`config.mk`:
```
export PLATFORM = sky130hd
export DESIGN_NAME = gpa_port
export DESIGN_NICKNAME = d
export VERILOG_FILES = /design/src/gpa_pkg.sv /design/src/gpa_port.sv /design/src/gpa_sync.sv /design/src/gpa_ana_dec.sv
export SDC_FILE = /design/constraint.sdc
export NUM_CORES = 1
export LEC_CHECK = 0
export BUFFER_PORTS_ARGS = -buffer_cell sky130_fd_sc_hd__buf_2
export CORE_ASPECT_RATIO = 0.5
export CORE_MARGIN = 2
export CORE_UTILIZATION = 52
export CTS_CLUSTER_SIZE = 10
export DETAILED_ROUTE_END_ITERATION = 7
export GPL_TIMING_DRIVEN = 0
export PLACE_DENSITY = 0.84
export SLEW_MARGIN = 20
export SYNTH_ARGS = -nofsm -noshare
export SYNTH_HDL_FRONTEND = slang
export SYNTH_SLANG_ARGS = --single-unit
```
`constraint.sdc`:
```
create_clock -name sys_clk_i -period 1.8 [get_ports sys_clk_i]
set_input_delay 0.18 -clock sys_clk_i [delete_from_list [all_inputs] [get_ports sys_clk_i]]
set_output_delay 0.18 -clock sys_clk_i [all_outputs]
set_load 0.05 [all_outputs]
```
`src/gpa_pkg.sv`:
```
package gpa_pkg;

  // port geometry
  localparam int unsigned PORT_W = 8;
  localparam int unsigned ADDR_W = 4;
  localparam int unsigned CFG_W = 6;
  localparam int unsigned ANA_CH = 5;

  // register offsets, one byte register per address
  localparam logic [3:0] OFS_PIN_LEVEL = 4'h0;
  localparam logic [3:0] OFS_OUT_LATCH = 4'h1;
  localparam logic [3:0] OFS_DIRECTION = 4'h2;
  localparam logic [3:0] OFS_CONV_CFG = 4'h3;

  // converter_pin_config field positions
  localparam int unsigned PCFG_LSB = 0;
  localparam int unsigned PCFG_W = 4;
  localparam int unsigned REF_LOW_BIT = 4;
  localparam int unsigned REF_HIGH_BIT = 5;

  // reset values
  localparam logic [7:0] RST_OUT_LATCH = 8'h00;
  localparam logic [7:0] RST_DIRECTION = 8'hff;
  localparam logic [5:0] RST_CONV_CFG = 6'h00;
  localparam logic [7:0] RST_PIN_OE_N = 8'hff;

  // special pin positions
  localparam int unsigned BIT_REF_LOW = 2;
  localparam int unsigned BIT_REF_HIGH = 3;
  localparam int unsigned BIT_FOUR = 4;
  localparam int unsigned BIT_SIX = 6;
  localparam int unsigned BIT_SEVEN = 7;
  localparam int unsigned BIT_AN4 = 5;

  // timing: cycle clock is the system clock divided by four
  localparam int unsigned SYS_CLK_NS = 4;
  localparam int unsigned CYC_DIV = 4;
  localparam int unsigned DIV_W = $clog2(CYC_DIV);

  // oscillator configuration seen by the port
  typedef enum logic [2:0] {
    GPA_OSC_XTAL = 3'h0,
    GPA_OSC_EXT_CYCLE_CLOCK_OUT = 3'h1,
    GPA_OSC_EXT_IO = 3'h2,
    GPA_OSC_RC_CYCLE_CLOCK_OUT = 3'h3,
    GPA_OSC_RC_IO = 3'h4,
    GPA_OSC_INT_CYCLE_CLOCK_OUT = 3'h5,
    GPA_OSC_INT_IO = 3'h6
  } gpa_osc_mode_t;

  // register port request
  typedef struct packed {
    logic [ADDR_W-1:0] addr;
    logic [7:0] wdata;
    logic we;
    logic re;
  } gpa_bus_req_t;

  // peripheral claim on pins
  typedef struct packed {
    logic [PORT_W-1:0] own;
    logic [PORT_W-1:0] dat;
    logic [PORT_W-1:0] drv;
  } gpa_periph_t;

endpackage

```
`src/gpa_port.sv`:
```
// Added by the designer: the strobed register port and the register offsets.
`timescale 1ns/10ps
// Overview of operation
// - A direction bit of 1 floats the pin as input, 0 drives the output latch onto it.
// - Reading pin_level_a returns pin levels, writing it loads the output latch.
// - Reading output_latch_a returns the latch itself, so read-modify-write is safe.
// - Bits 7 and 6 act as I/O only when the oscillator mode frees them, else read zero.
// - Bit 6 carries the cycle clock (system clock over four) only in the three cycle-clock-out modes.
// - Bit 7 loses digital input and output whenever an external oscillator uses it.
// - The four-bit port_config_field picks analog or digital for pins 3..0 and 5; bit 4 stays digital.
// - After reset bits 5 and 3..0 are analog and read zero, bit 4 is a digital input.
// - An analog pin reads zero digitally but its output driver still works.
// - Bit 4 feeds the timer clock input at any direction and drives open-drain low only.
// - Bit 2 loses digital input and output while the comparator reference drives it.
// - A peripheral that claims a pin takes it over from general-purpose I/O.
// - The port is eight bits, each with direction, latch and pin read path.
module gpa_port (
  input wire logic sys_clk_i,
  input wire logic rst_n_i,
  // register port
  input wire logic [gpa_pkg::ADDR_W-1:0] addr_i,
  input wire logic [7:0] wdata_i,
  input wire logic we_i,
  input wire logic re_i,
  output logic [7:0] rdata_o,
  // device configuration
  input wire gpa_pkg::gpa_osc_mode_t osc_mode_i,
  input wire logic comparator_ref_out_i,
  input wire gpa_pkg::gpa_periph_t periph_i,
  // pins
  input wire logic [gpa_pkg::PORT_W-1:0] pin_i,
  output logic [gpa_pkg::PORT_W-1:0] pin_o,
  output logic [gpa_pkg::PORT_W-1:0] pin_oe_n_o,
  // peripheral taps
  output logic timer_ext_clock_in_o,
  output logic cycle_clock_out_o,
  output logic [gpa_pkg::PORT_W-1:0] analog_sel_o
);

  // whole block state
  typedef struct packed {
    logic [gpa_pkg::PORT_W-1:0] lat;
    logic [gpa_pkg::PORT_W-1:0] dir;
    logic [gpa_pkg::CFG_W-1:0] cfg;
    logic [7:0] rdata;
    logic [gpa_pkg::DIV_W-1:0] div;
    logic [gpa_pkg::PORT_W-1:0] pin_out;
    logic [gpa_pkg::PORT_W-1:0] pin_oe_n;
  } gpa_st_t;

  gpa_st_t st_q;
  gpa_st_t st_d;

  gpa_pkg::gpa_bus_req_t req;
  logic [gpa_pkg::PORT_W-1:0] pin_sync;
  logic [gpa_pkg::PORT_W-1:0] analog;
  logic [gpa_pkg::PORT_W-1:0] gp_avail;
  logic [gpa_pkg::PORT_W-1:0] in_en;
  logic [gpa_pkg::PORT_W-1:0] out_en;
  logic [gpa_pkg::PORT_W-1:0] drv_val;
  logic [gpa_pkg::PORT_W-1:0] drv_oe_n;
  logic bit6_io;
  logic bit7_io;
  logic cycle_clock_out_on;

  // bundle the register strobes
  assign req.addr = addr_i;
  assign req.wdata = wdata_i;
  assign req.we = we_i;
  assign req.re = re_i;

  // pins are asynchronous to the system clock
  gpa_sync #(
    .W(gpa_pkg::PORT_W)
  ) u_sync (
    .sys_clk_i(sys_clk_i),
    .rst_n_i(rst_n_i),
    .async_i(pin_i),
    .level_o(pin_sync)
  );

  // analog selection from the converter configuration
  gpa_ana_dec u_dec (
    .cfg_i(st_q.cfg),
    .analog_o(analog)
  );

  // oscillator mode decides what bits 6 and 7 are
  always_comb begin
    bit6_io = 1'b0;
    bit7_io = 1'b0;
    cycle_clock_out_on = 1'b0;
    case (osc_mode_i)
      gpa_pkg::GPA_OSC_XTAL: begin
        bit6_io = 1'b0;
      end
      gpa_pkg::GPA_OSC_EXT_CYCLE_CLOCK_OUT: begin
        cycle_clock_out_on = 1'b1;
      end
      gpa_pkg::GPA_OSC_EXT_IO: begin
        bit6_io = 1'b1;
      end
      gpa_pkg::GPA_OSC_RC_CYCLE_CLOCK_OUT: begin
        cycle_clock_out_on = 1'b1;
      end
      gpa_pkg::GPA_OSC_RC_IO: begin
        bit6_io = 1'b1;
      end
      gpa_pkg::GPA_OSC_INT_CYCLE_CLOCK_OUT: begin
        cycle_clock_out_on = 1'b1;
        bit7_io = 1'b1;
      end
      gpa_pkg::GPA_OSC_INT_IO: begin
        bit6_io = 1'b1;
        bit7_io = 1'b1;
      end
      default: begin
        bit6_io = 1'b0;
      end
    endcase
  end

  // bits usable as general-purpose I/O at all
  always_comb begin
    gp_avail = '1;
    gp_avail[gpa_pkg::BIT_SIX] = bit6_io;
    gp_avail[gpa_pkg::BIT_SEVEN] = bit7_io;
  end

  // digital output path: not cut by analog, cut by reference output and claims
  always_comb begin
    out_en = gp_avail & ~periph_i.own;
    if (comparator_ref_out_i) begin
      out_en[gpa_pkg::BIT_REF_LOW] = 1'b0;
    end
  end

  // digital input path: analog pins, reference output and claims read zero
  always_comb begin
    in_en = gp_avail & ~analog & ~periph_i.own;
    if (comparator_ref_out_i) begin
      in_en[gpa_pkg::BIT_REF_LOW] = 1'b0;
    end
  end

  // per-pin driver selection
  for (genvar i = 0; i < gpa_pkg::PORT_W; i++) begin : g_pin
    always_comb begin
      drv_val[i] = 1'b0;
      drv_oe_n[i] = 1'b1;
      if (periph_i.own[i]) begin
        // the peripheral drives or floats the pin as it likes
        drv_val[i] = periph_i.dat[i];
        drv_oe_n[i] = ~periph_i.drv[i];
      end else if ((i == gpa_pkg::BIT_SIX) && cycle_clock_out_on) begin
        drv_val[i] = st_q.div[gpa_pkg::DIV_W-1];
        drv_oe_n[i] = 1'b0;
      end else if (!out_en[i]) begin
        drv_oe_n[i] = 1'b1;
      end else if (i == gpa_pkg::BIT_FOUR) begin
        // open drain: only a low latch enables the driver
        drv_val[i] = 1'b0;
        drv_oe_n[i] = st_q.dir[i] | st_q.lat[i];
      end else begin
        // analog pins keep this driver, so software holds dir set there
        drv_val[i] = st_q.lat[i];
        drv_oe_n[i] = st_q.dir[i];
      end
    end
  end

  // register writes, read capture and divider
  always_comb begin
    st_d = st_q;
    st_d.rdata = '0;
    st_d.div = st_q.div + 1'b1;
    st_d.pin_out = drv_val;
    st_d.pin_oe_n = drv_oe_n;
    if (req.we) begin
      case (req.addr)
        gpa_pkg::OFS_PIN_LEVEL: begin
          st_d.lat = req.wdata;
        end
        gpa_pkg::OFS_OUT_LATCH: begin
          st_d.lat = req.wdata;
        end
        gpa_pkg::OFS_DIRECTION: begin
          st_d.dir = req.wdata;
        end
        gpa_pkg::OFS_CONV_CFG: begin
          st_d.cfg = req.wdata[gpa_pkg::CFG_W-1:0];
        end
        default: begin
          st_d.cfg = st_q.cfg;
        end
      endcase
    end
    if (req.re) begin
      case (req.addr)
        gpa_pkg::OFS_PIN_LEVEL: begin
          st_d.rdata = pin_sync & in_en;
        end
        gpa_pkg::OFS_OUT_LATCH: begin
          st_d.rdata = st_q.lat & gp_avail;
        end
        gpa_pkg::OFS_DIRECTION: begin
          st_d.rdata = st_q.dir & gp_avail;
        end
        gpa_pkg::OFS_CONV_CFG: begin
          st_d.rdata = {2'b00, st_q.cfg};
        end
        default: begin
          st_d.rdata = '0;
        end
      endcase
    end
  end

  // reset leaves every pin floating, all inputs, analog field at zero
  always_ff @(posedge sys_clk_i or negedge rst_n_i) begin
    if (!rst_n_i) begin
      st_q.lat <= gpa_pkg::RST_OUT_LATCH;
      st_q.dir <= gpa_pkg::RST_DIRECTION;
      st_q.cfg <= gpa_pkg::RST_CONV_CFG;
      st_q.rdata <= 8'h00;
      st_q.div <= '0;
      st_q.pin_out <= '0;
      st_q.pin_oe_n <= gpa_pkg::RST_PIN_OE_N;
    end else begin
      st_q <= st_d;
    end
  end

  // outputs, all but analog_sel_o from flip-flops; timer tap ignores direction
  assign rdata_o = st_q.rdata;
  assign pin_o = st_q.pin_out;
  assign pin_oe_n_o = st_q.pin_oe_n;
  assign timer_ext_clock_in_o = pin_sync[gpa_pkg::BIT_FOUR];
  assign cycle_clock_out_o = st_q.div[gpa_pkg::DIV_W-1];
  assign analog_sel_o = analog;

endmodule

```
`src/gpa_sync.sv`:
```
`timescale 1ns/10ps
module gpa_sync #(
  parameter int unsigned W = 8
) (
  input wire logic sys_clk_i,
  input wire logic rst_n_i,
  input wire logic [W-1:0] async_i,
  output logic [W-1:0] level_o
);

  typedef struct packed {
    logic [W-1:0] s1;
    logic [W-1:0] s2;
    logic [W-1:0] s3;
    logic [W-1:0] lvl;
  } gpa_sync_st_t;

  gpa_sync_st_t st_q;
  gpa_sync_st_t st_d;

  // a bit changes only once stages two and three agree
  always_comb begin
    st_d = st_q;
    st_d.s1 = async_i;
    st_d.s2 = st_q.s1;
    st_d.s3 = st_q.s2;
    st_d.lvl = (st_q.lvl & (st_q.s2 ^ st_q.s3)) | (st_q.s3 & ~(st_q.s2 ^ st_q.s3));
  end

  always_ff @(posedge sys_clk_i or negedge rst_n_i) begin
    if (!rst_n_i) begin
      st_q <= '0;
    end else begin
      st_q <= st_d;
    end
  end

  assign level_o = st_q.lvl;

endmodule

```
`src/gpa_ana_dec.sv`:
```
`timescale 1ns/10ps
module gpa_ana_dec (
  input wire logic [gpa_pkg::CFG_W-1:0] cfg_i,
  output logic [gpa_pkg::PORT_W-1:0] analog_o
);

  logic [gpa_pkg::PCFG_W-1:0] pcfg;
  logic [gpa_pkg::ANA_CH-1:0] ch_ana;

  assign pcfg = cfg_i[gpa_pkg::PCFG_LSB +: gpa_pkg::PCFG_W];

  // lower field values hand more channels to the converter, counting from channel 0
  always_comb begin
    ch_ana = '0;
    for (int k = 0; k < gpa_pkg::ANA_CH; k++) begin
      ch_ana[k] = (32'(pcfg) + 32'(k)) < gpa_pkg::ANA_CH;
    end
  end

  // channels 0..3 sit on pins 0..3, channel 4 on pin 5; reference selects force analog
  always_comb begin
    analog_o = '0;
    analog_o[3:0] = ch_ana[3:0];
    analog_o[gpa_pkg::BIT_AN4] = ch_ana[4];
    if (cfg_i[gpa_pkg::REF_LOW_BIT]) begin
      analog_o[gpa_pkg::BIT_REF_LOW] = 1'b1;
    end
    if (cfg_i[gpa_pkg::REF_HIGH_BIT]) begin
      analog_o[gpa_pkg::BIT_REF_HIGH] = 1'b1;
    end
  end

endmodule

```
==> flow_summary.yaml <==
global_routing:
  grt_max_degree: 50
  grt_use_total: 0.231
  met2_usage: 0.383
  grt_pass1_wl_um: 11800
  overflow: 0
  antenna_found_initial: 0
  gr-usage-met3: 0.0699
  first_global_vias: 2339
  gr-usage-met1: 0.285
  top_usage_layer: "met2"
setup_path:
  path_max_fanout: 5
  max_stage_delay_ps: 490
  path_cells: "ha_4 -> nor2b_1 -> nor3_1 -> o221a_4 -> or2_4 -> buf_8"
  crit-reg2reg-capture: "rdata_o[1]"
  reg2reg_from: "st_q[28]"
  cpLargestDelayFamily: "flip-flops"
  path_depth: 6
  slowest_stage: "dfrtp_2"
  cp.required_ps: 1620
  critPathLaunch: "st_q[28]"
  reg2regPathDepth: 7
  cp_num_buf_inv: 1
  rrSetupSlack_ps: 150
  endpoint_kind: "output pin"
  critical_path_class: "reg2out"
  cp-endpoint: "analog_sel_o[3]"
  start_kind: "flop"
  arrival_ps: 1920
timing:
  finalSetupViolations: 4
  worst_slack_ps: -295
  rsz0062_at_grt: "true"
  layout_min_cycle_time_ps: 2100
  min_period_over_period: 1.16
  worst_pin_slew_ps: 825
  fmax_mhz: 477
  tns_ps: -668
  hold-worst-slack_ps: 24.3
  finalClockSkew_ps: 7.08
  slew_headroom: 0.448
  final_hold_viol_count: 0
  drv_slew: 0
layout:
  multi_input_area_um2: 1170
  n_antenna_cell: 0
  regArea_um2: 2030
  area_delta_synth_final_pct: 38.1
  nets: 427
  layout.cells.non_filler: 463
  drive_gt1_frac: 0.549
  nFillCells: 355
cts:
  cts_htree_levels: 3
  numCtsBuffers: 9
  cts_tree: "yes"
  cts_root_buf: "clkbuf_16"
  clock_sinks: 80
  worstSkewPairLatency_ps: 340
  cts_max_path_buffers: 2
  clk_pin_slew_ps: 60
floorplan:
  boundaryPins: 86
  core_area_um2: 6130
  num_rows: 20
  initial_core_util: 0.544
  die-area_um2: 7110
  die_height_um: 60.6
  die_width_um: 117
synth:
  synth_cell_types: 46
  async_flop_share: 1.00
  synthCells: 249
  ys_warn_count: 0
  synth-seq-cells: 80
  ys.flop_type: "dfrtp_1"
  seq_area_frac_synth: 0.607
  synth_top_area_share: 0.480
  synth_edf_count: 0
  avgSynthCellArea_um2: 13.4
  syn_area_um2: 3330
  synth_area_leaders: "dfrtp_1, dfstp_2, mux2_2, buf_4, maj3_1"
  synth_top_area_cell: "dfrtp_1"
power_and_ir_drop:
  power_uw: 5640
  p_leak_uw: 0.00215
  power-per-cell-area_nw_per_um2: 1220
  vdd.ir_drop.worst_uv: 964
placement:
  placed_cells: 420
  pre_cts_slack_ps: -154
  dpl.hpwl_um: 4560
  place_congestion: 0.842
  portBuffers: 80
outcome:
  violations: "negative setup slack"
  status: "finished, violations left"
routing:
  wl_per_cell_um: 17.6
  routed_wl_um: 8150
  drtIter0Drc: 174
  ant_nets: 0
  drc: 0
  num_vias: 2417
  via_per_inst: 5.22
  first_pass_iters: 4
job:
  max_cap_viol_count: 0
min_path:
  min-delay-path-class: "in2reg"
[worst reg2reg max path: stages, from the launching register on]
cell and delay, ps:
dfrtp_2 480, buf_6 130, buf_6 110, inv_4 40
ha_4 170, nor4b_1 270, a211oi_1 80, a211oi_1 270
[layout by cell type (no fill, tap or decap), types with 3 or more instances in the layout]
cell and count:
clkbuf_8 4, dfrtp_1 61, xor2_1 3, buf_2 77, ha_4 5, dlygate4sd3_1 17, a211oi_1 3, mux2_2 30
buf_4 38, nor3_1 5, nor2b_1 4, nor2_1 10, a21oi_1 12, a22oi_1 6, buf_6 6, maj3_1 8
nand2_1 5, dfrtp_2 3, dfstp_2 16, clkbuf_16 9, conb_1 3
[power by group]
part / total (uW) / internal (uW) / switching, uW
combinational: 1550 / 704 / 845
sequential: 2220 / 2060 / 168
clock: 1860 / 1180 / 682
total: 5640 / 3940 / 1690
[cell usage after synthesis (2+ instances only)]
library cell / n
nor3_1: 5
nand4_1: 2
nor2b_1: 4
nor2_1: 10
nand2_1: 5
buf_4: 28
clkbuf_1: 2
mux2i_1: 2
a21oi_1: 15
dfstp_2: 16
dfrtp_1: 64
inv_1: 5
o21ai_0: 2
o22ai_1: 2
buf_2: 3
nor3b_1: 2
xor2_1: 3
a2bb2oi_1: 2
ha_1: 5
mux2_2: 31
maj3_1: 8
a22oi_1: 6
a211oi_1: 4
[area by class of cell]
cell class                 count  area share
inverter                       5     0.00462
clock buffer                  13      0.0587
sequential                    80       0.440
buffer                        34      0.0552
clock inverter                 3     0.00870
tap                           88      0.0239
timing repair buffer         108       0.155
multi-input combinational    132       0.254
[state kept, by name (all words and copies together), names as in the netlist, named ones only]
signal and flops:
st_q 23, u_sync.st_d 16, pin_o 8, pin_oe_n_o 8, rdata_o 8, u_sync.st_q 8, cycle_clock_out_o 1
[worst min-delay path by stage]
| stage | cells after the start | from | slack [ps] | to |
|---|---|---|---|---|
| after floorplan | 0 | rst_n_i | -120 | async pin |
| after global placement | 1 | pin_i[5] | 290 | u_sync.st_d[21] |
| after detailed placement | 1 | rst_n_i | 150 | u_sync.st_d[19] |
| after CTS | 2 | periph_i[17] | 20 | pin_oe_n_o[1] |
| after global routing | 2 | periph_i[20] | 30 | pin_oe_n_o[4] |
| final | 2 | periph_i[17] | 20 | pin_oe_n_o[1] |
[through the flow]
step | utilization | cell area [um^2]
6_report | 0.751 | 4600
5_1_grt | 0.751 | 4600
4_1_cts | 0.744 | 4560
3_5_place_dp | 0.636 | 3900
3_3_place_gp | 0.631 | 3870
2_1_floorplan | - | 3360
[routing by layer]
| metal | routed length (um) | up-vias |
|---|---|---|
| met5 | 0 | - |
| met4 | 256 | 0 |
| met3 | 629 | 30 |
| met2 | 3900 | 112 |
| met1 | 3370 | 1182 |
| li1 | - | 1093 |
[kinds of logic after synthesis]
group           Yosys count  share of synthesized area
flops                    80                      0.607
mux                      33                      0.111
simple gates             43                     0.0803
other cells               1                    0.00113
xor+xnor                  3                    0.00788
fa+ha+maj                13                     0.0428
buf+inv                  39                     0.0788
compound gates           37                     0.0717
[repair_timing]
action / CTS / global route
hold endpoints to repair: 42 / 0
pin swaps: 9 / 4
resized for setup: 30 / 9
setup endpoints to repair: 4 / 6
setup buffers: 9 / 2
hold buffers: 17 / 0
No activity file was read; power rests on OpenSTA's default activity.
